[config.mk]
export PLATFORM = sky130hd
export DESIGN_NAME = fifo_port_ready_reporting
export DESIGN_NICKNAME = d
export VERILOG_FILES = /design/src/pkg/fifo_ready_pkg.sv /design/src/hw/fifo_port_ready_reporting.sv
export SDC_FILE = /design/constraint.sdc
export NUM_CORES = 1
export LEC_CHECK = 0
export ABC_AREA = 0
export BUFFER_PORTS_ARGS = -buffer_cell sky130_fd_sc_hd__buf_2
export CELL_PAD_IN_SITES_DETAIL_PLACEMENT = 0
export CELL_PAD_IN_SITES_GLOBAL_PLACEMENT = 1
export CORE_AREA = 2 2 162 164
export CTS_CLUSTER_SIZE = 12
export DETAILED_ROUTE_END_ITERATION = 12
export DIE_AREA = 0 0 164 166
export PLACE_DENSITY = 0.61
export SETUP_SLACK_MARGIN = 0.15
export SLEW_MARGIN = 10
export SYNTH_ARGS = -nofsm -noshare
export SYNTH_HDL_FRONTEND = slang
export SYNTH_SLANG_ARGS = --single-unit
[constraint.sdc]
create_clock -name ref_clk -period 1.3 [get_ports ref_clk]
set_clock_uncertainty 0.05 [all_clocks]
set_input_delay 0.13 -clock ref_clk [delete_from_list [all_inputs] [get_ports ref_clk]]
set_output_delay 0.13 -clock ref_clk [all_outputs]
set_load 0.01 [all_outputs]
[src/pkg/fifo_ready_pkg.sv]
package fifo_ready_pkg;

  // fill and free levels are counted in fifo words
  localparam int LEVEL_W = 10;

  // control enables idle high (inactive) until the pin is sampled
  localparam logic [1:0] SYNC_RST = 2'h3;
  localparam logic OUT_RST = 1'h0;
  localparam logic OE_RST = 1'h0;
  localparam logic STALL_RST = 1'h0;

  // per-port status from the transmit fifo
  typedef struct packed {
    logic [LEVEL_W-1:0] free_level; // words free in the transmit fifo
    logic [LEVEL_W-1:0] threshold; // programmed load threshold
    logic err_stop; // pulse: transmission stopped on error
    logic err_read; // pulse: transmit error status was read
  } tx_port_t;

  // per-port status from the receive fifo
  typedef struct packed {
    logic [LEVEL_W-1:0] fill_level; // words stored in the receive fifo
    logic [LEVEL_W-1:0] threshold; // programmed receive threshold
    logic eop_written; // level: end of packet is in the fifo
    logic header_present; // level: packet header is in the fifo
    logic drop; // pulse: errored packet removed from the fifo
    logic drop_started; // level: that packet had begun on the bus
  } rx_port_t;

endpackage : fifo_ready_pkg

[src/hw/fifo_port_ready_reporting.sv]
`timescale 1ns/1ns
module fifo_port_ready_reporting #(
  parameter int NUM_PORTS = 8
) (
  input wire logic ref_clk, // fifo bus clock, 125 MHz
  input wire logic arst_n, // asynchronous reset, active low
  input wire logic tx_ctl_n, // pin: transmit ready output enable
  input wire logic rx_ctl_n, // pin: receive ready output enable
  input wire logic header_mode, // report receive-ready on header arrival
  input wire fifo_ready_pkg::tx_port_t [NUM_PORTS-1:0] tx_port, // tx status
  input wire fifo_ready_pkg::rx_port_t [NUM_PORTS-1:0] rx_port, // rx status
  output logic [NUM_PORTS-1:0] tx_rdy_o, // transmit space ready, per port
  output logic [NUM_PORTS-1:0] tx_rdy_oe, // drive enable of tx_rdy_o
  output logic [NUM_PORTS-1:0] rx_rdy_o, // receive data ready, per port
  output logic [NUM_PORTS-1:0] rx_rdy_oe, // drive enable of rx_rdy_o
  output logic [NUM_PORTS-1:0] rx_discard_o // receive discard flag, per port
);

  ////////////////////////////////////////////////////////////////////////////
  // enable pins come from the bus master, so synchronise them first

  logic [1:0] tx_ctl_sync_q;
  logic [1:0] rx_ctl_sync_q;

  always_ff @(posedge ref_clk or negedge arst_n) begin
    if (!arst_n) begin
      tx_ctl_sync_q <= fifo_ready_pkg::SYNC_RST;
    end else begin
      tx_ctl_sync_q <= {tx_ctl_sync_q[0], tx_ctl_n};
    end
  end

  always_ff @(posedge ref_clk or negedge arst_n) begin
    if (!arst_n) begin
      rx_ctl_sync_q <= fifo_ready_pkg::SYNC_RST;
    end else begin
      rx_ctl_sync_q <= {rx_ctl_sync_q[0], rx_ctl_n};
    end
  end

  ////////////////////////////////////////////////////////////////////////////
  // checks start one edge after reset release: the release edge itself
  // still resets the outputs, so a check launched there sees stale zeros

  logic live_q;

  always_ff @(posedge ref_clk or negedge arst_n) begin
    if (!arst_n) begin
      live_q <= fifo_ready_pkg::OUT_RST;
    end else begin
      live_q <= 1'b1;
    end
  end

  ////////////////////////////////////////////////////////////////////////////
  // per-port ready generation

  for (genvar i = 0; i < NUM_PORTS; i++) begin : g_port
    logic stall_q;
    logic tx_rdy_d;
    logic rx_rdy_d;
    logic discard_d;

    // set wins over clear so a stop during the status read is not lost
    always_ff @(posedge ref_clk or negedge arst_n) begin
      if (!arst_n) begin
        stall_q <= fifo_ready_pkg::STALL_RST;
      end else if (tx_port[i].err_stop) begin
        stall_q <= 1'b1;
      end else if (tx_port[i].err_read) begin
        stall_q <= 1'b0;
      end
    end

    always_comb begin
      tx_rdy_d = (tx_port[i].free_level >= tx_port[i].threshold)
                 && !stall_q && !tx_port[i].err_stop;
      discard_d = rx_port[i].drop && rx_port[i].drop_started;
      rx_rdy_d = (rx_port[i].fill_level >= rx_port[i].threshold)
                 || rx_port[i].eop_written
                 || (header_mode && rx_port[i].header_present)
                 || discard_d;
    end

    always_ff @(posedge ref_clk or negedge arst_n) begin
      if (!arst_n) begin
        tx_rdy_o[i] <= fifo_ready_pkg::OUT_RST;
        rx_rdy_o[i] <= fifo_ready_pkg::OUT_RST;
        rx_discard_o[i] <= fifo_ready_pkg::OUT_RST;
      end else begin
        tx_rdy_o[i] <= tx_rdy_d;
        rx_rdy_o[i] <= rx_rdy_d;
        rx_discard_o[i] <= discard_d;
      end
    end

    // drivers are shared lines; float unless the master enables us
    always_ff @(posedge ref_clk or negedge arst_n) begin
      if (!arst_n) begin
        tx_rdy_oe[i] <= fifo_ready_pkg::OE_RST;
        rx_rdy_oe[i] <= fifo_ready_pkg::OE_RST;
      end else begin
        tx_rdy_oe[i] <= !tx_ctl_sync_q[1];
        rx_rdy_oe[i] <= !rx_ctl_sync_q[1];
      end
    end

    //////////////////////////////////////////////////////////////////////////
    // checks

    AST_RX_OE_ON: assert property (
      @(posedge ref_clk) disable iff (!arst_n || !live_q)
      !rx_ctl_n [*4] |-> rx_rdy_oe[i])
      else $error("rx ready not driven while enabled");

    AST_TX_OE_ON: assert property (
      @(posedge ref_clk) disable iff (!arst_n || !live_q)
      !tx_ctl_n [*4] |-> tx_rdy_oe[i])
      else $error("tx ready not driven while enabled");

    AST_OE_OFF: assert property (
      @(posedge ref_clk) disable iff (!arst_n || !live_q)
      (rx_ctl_n && tx_ctl_n) [*4] |-> !rx_rdy_oe[i] && !tx_rdy_oe[i])
      else $error("ready driven while disabled");

    AST_TX_THRESH: assert property (
      @(posedge ref_clk) disable iff (!arst_n || !live_q)
      tx_rdy_o[i] |->
        $past(tx_port[i].free_level >= tx_port[i].threshold))
      else $error("tx ready without enough free space");

    AST_TX_STALL: assert property (
      @(posedge ref_clk) disable iff (!arst_n || !live_q)
      tx_port[i].err_stop ##1 !tx_port[i].err_read [*2] |=> !tx_rdy_o[i])
      else $error("tx ready released before error read");

    AST_RX_THRESH: assert property (
      @(posedge ref_clk) disable iff (!arst_n || !live_q)
      rx_port[i].fill_level >= rx_port[i].threshold |=> rx_rdy_o[i])
      else $error("rx ready missing at threshold");

    AST_RX_EOP: assert property (
      @(posedge ref_clk) disable iff (!arst_n || !live_q)
      rx_port[i].eop_written |=> rx_rdy_o[i])
      else $error("rx ready missing at end of packet");

    AST_RX_HDR: assert property (
      @(posedge ref_clk) disable iff (!arst_n || !live_q)
      header_mode && rx_port[i].header_present |=> rx_rdy_o[i])
      else $error("rx ready missing on header");

    AST_RX_DISCARD: assert property (
      @(posedge ref_clk) disable iff (!arst_n || !live_q)
      rx_port[i].drop && rx_port[i].drop_started
        |=> rx_rdy_o[i] && rx_discard_o[i])
      else $error("discard not reported");

    AST_DISCARD_CAUSE: assert property (
      @(posedge ref_clk) disable iff (!arst_n || !live_q)
      rx_discard_o[i] |->
        $past(rx_port[i].drop) && $past(rx_port[i].drop_started))
      else $error("discard flag without started errored drop");

    AST_TX_OE_OFF: assert property (
      @(posedge ref_clk) disable iff (!arst_n || !live_q)
      tx_ctl_n [*4] |-> !tx_rdy_oe[i])
      else $error("tx ready driven while its enable is off");

    AST_RX_OE_OFF: assert property (
      @(posedge ref_clk) disable iff (!arst_n || !live_q)
      rx_ctl_n [*4] |-> !rx_rdy_oe[i])
      else $error("rx ready driven while its enable is off");

    AST_TX_LOW: assert property (
      @(posedge ref_clk) disable iff (!arst_n || !live_q)
      tx_port[i].free_level < tx_port[i].threshold |=> !tx_rdy_o[i])
      else $error("tx ready with too little free space");

    AST_TX_STOP_NOW: assert property (
      @(posedge ref_clk) disable iff (!arst_n || !live_q)
      tx_port[i].err_stop |=> !tx_rdy_o[i])
      else $error("tx ready right after error stop");

    AST_TX_STOP_NEXT: assert property (
      @(posedge ref_clk) disable iff (!arst_n || !live_q)
      tx_port[i].err_stop ##1 !tx_port[i].err_read |=> !tx_rdy_o[i])
      else $error("tx ready one cycle after error stop");

    // a read in the stop cycle must not clear the new stall
    AST_TX_STOP_WINS: assert property (
      @(posedge ref_clk) disable iff (!arst_n || !live_q)
      (tx_port[i].err_stop && tx_port[i].err_read)
        ##1 !tx_port[i].err_read |=> !tx_rdy_o[i])
      else $error("error read in stop cycle released tx ready");

    AST_TX_RELEASE: assert property (
      @(posedge ref_clk) disable iff (!arst_n || !live_q)
      (tx_port[i].err_read && !tx_port[i].err_stop)
        ##1 (tx_port[i].free_level >= tx_port[i].threshold
             && !tx_port[i].err_stop) |=> tx_rdy_o[i])
      else $error("tx ready not released after error read");

    AST_RX_CAUSE: assert property (
      @(posedge ref_clk) disable iff (!arst_n || !live_q)
      rx_rdy_o[i] |-> $past(
        rx_port[i].fill_level >= rx_port[i].threshold
        || rx_port[i].eop_written
        || (header_mode && rx_port[i].header_present)
        || (rx_port[i].drop && rx_port[i].drop_started)))
      else $error("rx ready with no cause");

    AST_DISCARD_RDY: assert property (
      @(posedge ref_clk) disable iff (!arst_n || !live_q)
      rx_discard_o[i] |-> rx_rdy_o[i])
      else $error("discard flag without rx ready");

    AST_DISCARD_NONE: assert property (
      @(posedge ref_clk) disable iff (!arst_n || !live_q)
      rx_port[i].drop && !rx_port[i].drop_started |=> !rx_discard_o[i])
      else $error("discard flag for packet not yet on the bus");
  end

endmodule : fifo_port_ready_reporting

# After elaboration in Yosys (flattened, before gate mapping)
# Index checks and enable logic that the tools add are counted.
dict set report totals {
  in_bits 373
  memories 0
  elab_cells 150
  mem_bits_ro 0
  latchBits 0
  out_inout_bits 40
  reg_bits 38
  ram_bits 0
}
dict set report op_classes {
  reduce_logical 82
  eq_ne 0
  muxes 16
  n_addsub 0
  multipliers 0
  order_cmp 16
  shift 0
  div_mod_pow 0
  n_bitwise 0
}
# cell n
set ops {}
lappend ops {{$ge A10 B10 Y1} 16}
lappend ops {{$logic_and A1 B1 Y1} 32}
lappend ops {{$logic_or A1 B1 Y1} 24}
lappend ops {{$logic_not A1 Y1} 18}
lappend ops {{$mux W1} 16}
lappend ops {{$reduce_bool A2 Y1} 8}

# Depth between registers and ports, before layout
dict set report depth {
  depth_word 4
  depth_mapped 6
  mapped_depth_nobuf 6
}

# Worst setup path after synthesis
# OpenSTA, ideal clock, no wires.
dict set report synth_path {
  path_kind {input to register}
  from {in rx_port[62] (netlist name)}
  to {reg rx_rdy_o[2]}
  required_ns 1.121
  setup_ns 0.129
  cell_stages 6
  path_buffers 0
  setup_slack_ns -0.054
  arrival_time_ns 1.175
  path_cell_list {inv_1 -> ha_1 -> nand2b_1 -> a211oi_1 -> o21ai_1 -> a2111o_1}
}
dict set report synth_between {
  elab_chain_len 4
}
# element line_no
set synth_lines {}
lappend synth_lines {{start, declared} fifo_port_ready_reporting.sv:11} ;# input wire fifo_ready_pkg::rx_port_t [NUM_PORTS-1:0] rx_port,
lappend synth_lines {{$ge A10 B10 Y1} fifo_port_ready_reporting.sv:79} ;# rx_rdy_d = (rx_port[i].fill_level >= rx_port[i].threshold)
lappend synth_lines {{$logic_or A1 B1 Y1} fifo_port_ready_reporting.sv:80} ;# || rx_port[i].eop_written
lappend synth_lines {{$logic_or A1 B1 Y1} fifo_port_ready_reporting.sv:81} ;# || (header_mode && rx_port[i].header_present)
lappend synth_lines {{$logic_or A1 B1 Y1} fifo_port_ready_reporting.sv:82} ;# || discard_d;
lappend synth_lines {{net g_port[2].rx_rdy_d} fifo_port_ready_reporting.sv:61} ;# logic rx_rdy_d;
lappend synth_lines {{end signal, assigned by index} fifo_port_ready_reporting.sv:88} ;# rx_rdy_o[i] <= fifo_ready_pkg::OUT_RST;
lappend synth_lines {{end signal, assigned by index} fifo_port_ready_reporting.sv:92} ;# rx_rdy_o[i] <= rx_rdy_d;
lappend synth_lines {{end, declared} fifo_port_ready_reporting.sv:14} ;# output logic [NUM_PORTS-1:0] rx_rdy_o,
# The timed path passes the listed nets, and every way through them passes these cells.
# A chain may end at the register's enable or synchronous reset.

# Worst setup path in the final report
dict set report layout_path {
  from {in rx_port[155] (netlist name)}
  to {reg rx_rdy_o[6]}
}
dict set report layout_between {
  elab_chain_len 4
}
# element line_no
set layout_lines {}
lappend layout_lines {{$ge A10 B10 Y1} fifo_port_ready_reporting.sv:79}
lappend layout_lines {{$logic_or A1 B1 Y1} fifo_port_ready_reporting.sv:80}
lappend layout_lines {{$logic_or A1 B1 Y1} fifo_port_ready_reporting.sv:81}
lappend layout_lines {{$logic_or A1 B1 Y1} fifo_port_ready_reporting.sv:82}
lappend layout_lines {{net g_port[6].rx_rdy_d} fifo_port_ready_reporting.sv:61}
# The timed path passes the listed nets, and every way through them passes these cells.

==> flow_summary.ini <==
[worst_setup_path]
startpoint_type = input port
end_kind = flip-flop
critical_path_class = input port to flip-flop
worstPathMaxFanout = 2
critPathRequiredTime_ps = 1420
cp_data_arrival_time_ps = 1280

[global_routing]
grt_pass1_wl_um = 28700
antenna_found_initial = 1
grt.total_usage_pct = 13.6
grt_pass1_vias = 5667
grt_max_degree = 39
grt_overflow = 0

[route]
postRouteAntennaNets = 0
dr_total_vias = 5597
wl_per_cell_um = 13.5
drtIter0Drc = 108
routed_via_density = 4.02
drt_wl_total_um = 18800
first_pass_iters = 6
drc = 0

[clocking]
cts-root-buf = clkbuf_16
cts_tree = done
cts_setup_buffers = 0
clock_path_buffers = 2
clock_latency_ps = 290
htreeDepth = 2
cts_buffers = 5
cts.sinks = 38
clk_pin_slew_ps = 70

[sta]
slew_headroom_pct = 81.6
tns_ps = 0
setup_violations = 0
tightest_slew_ps = 272
finalCritPeriodShare_pct = 88.9
rsz0062_at_grt = true
max_freq_mhz = 865
fin_crit_ps = 1160
holdWs_ps = 45.2
finalHoldViolCount = 0
slew_violations = 0

[synth]
synth_cell_type_count = 25
yosysTopAreaCell = ha_1
syn_inst = 631
synth_top_flop_cell = dfrtp_1
seq_area_frac_synth_pct = 18.3
synth_edf_count = 0
ys_seq_elements = 38
synth_nets = 1164
synth_top_area_share_pct = 38.3
async_flop_share_pct = 100
synthTopCellsByArea = ha_1, dfrtp_1, inv_1
yosys_warnings = 0
syn-cell-area_um2 = 5230
syn_avg_cell_area_um2 = 8.29

[pwr]
ir_drop_uv = 418
p_per_area_nw_per_um2 = 594
p_leak_nw = 5.11

[place]
placed_area_um2 = 7990
dp_hpwl_um = 17100
place.gp.congestion = 0.778
port_buffers = 412

[floorplan]
rows = 59
die_x_um = 164
coreArea_um2 = 25600
fp.dieArea_um2 = 27200
initial_core_util_pct = 20.4
die_h_um = 166
io_pins = 413

[layout]
drive_gt1_share_pct = 46.7
final_cell_area_um2 = 8490
area_growth_pct = 62.2
finalNetCount = 1588

[run]
drv.max_cap_violation_count = 0

[run_status]
status = finished clean

[worst_hold_path]
min_path_type = input port to flip-flop
==> Yosys cell counts (all sizes together), types with 7 or more instances <==
cell type,count
a2111o,8
a211o,8
a211oi,16
a21o,24
a21oi,40
a221oi,8
and2,8
and3,8
buf,14
dfrtp,34
ha,160
inv,178
nand2,24
nand2b,8
nand3,7
nand4,9
nor2,8
nor2b,16
o21ai,40
o31ai,7
==> worst paths after layout <==
path	from	endpoint	slack, ps	depth (start not counted)
worst min-delay path	tx_port[88]	g_port[4].stall_q	50	3
worst min register to register	rx_ctl_sync_q[0]	rx_ctl_sync_q[1]	310	0
max in group asynchronous	arst_n	tx_ctl_sync_q[1]	620	3
min in group asynchronous	arst_n	tx_rdy_o[2]	300	3
worst max-delay path	rx_port[155]	rx_rdy_o[6]	140	7
worst max register to register	g_port[7].stall_q	tx_rdy_o[7]	230	3
==> flip-flops by register name, summed over array words and instances, names as in the netlist <==
| register | flops |
|---|---|
| g_port.stall_q | 8 |
| rx_ctl_sync_q | 2 |
| rx_discard_o | 8 |
| tx_ctl_sync_q | 2 |
| tx_rdy_o | 8 |
| tx_rdy_oe | 1 |
| rx_rdy_oe | 1 |
| rx_rdy_o | 8 |
==> cell usage in the layout, fill, tap and decap left out, drive strengths merged, types with 16 or more instances in the layout <==
cell    instances
inv           178
dfrtp          34
o21ai          40
a21o           24
ha            160
buf           421
a21oi          40
a211oi         16
nand2          24
nor2b          16
==> worst max-delay path, cell delays in order <==
cell	delay, ps
buf_2	110
inv_1	80
ha_4	200
a21o_1	160
a21oi_2	150
nor2b_2	70
a2111o_1	380
==> area by class of cell <==
type	instances	area (µm²)
Fill cell	2762	17100
Multi-Input combinational cell	400	3800
Timing Repair Buffer	432	2340
Sequential cell	38	958
Inverter	178	768
Tap cell	335	419
Clock buffer	5	125
Clock inverter	3	68.8
Antenna cell	1	2.50
==> repair_timing <==
item / CTS / global route
hold buffers: 11 / 0
endpoints found under the setup margin: 24 / 14
resized for setup: 15 / 30
hold endpoints to repair: 44 / 0
pin swaps: 6 / 20
==> where the power goes <==
part / total [W] / internal (W) / switching (W)
registers: 0.00128 / 0.00126 / 0.0000291
clock network: 0.00169 / 0.00111 / 0.000587
logic: 0.00206 / 0.00113 / 0.000931
total: 0.00504 / 0.00349 / 0.00155
==> layer usage <==
| metal | track usage (%) | part of all wire, % | vias to the layer above |
|---|---|---|---|
| li1 | - | - | 2967 |
| met1 | 15.2 | 39 | 2383 |
| met2 | 25.5 | 51 | 231 |
| met3 | 3.25 | 8.2 | 16 |
| met4 | 3.17 | 1.5 | 0 |
| met5 | 0 | 0 | - |
==> through the flow <==
stage / worst slack (ps) / util [%] / cells / total power (W)
floorplan: 24.1 / - / 631 / 0.00232
global placement: -241 / 31.2 / 1372 / 0.00328
detailed placement: -250 / 31.2 / 1372 / 0.00328
CTS: 115 / 32.6 / 1391 / 0.00512
global route: 115 / 33.1 / 1392 / 0.00552
finish: 145 / 33.1 / 1392 / 0.00504
==> cells by family after synthesis <==
| kind of cell | count (synthesis) | synth area share, % |
|---|---|---|
| buffers and inverters | 193 | 14.9 |
| flip-flops | 38 | 18.3 |
| AND/OR/NAND/NOR | 88 | 8.83 |
| adder cells (fa/ha/maj) | 160 | 38.3 |
| AO/OA/AOI/OAI | 152 | 19.7 |
Power figures use the tool's default switching activity.
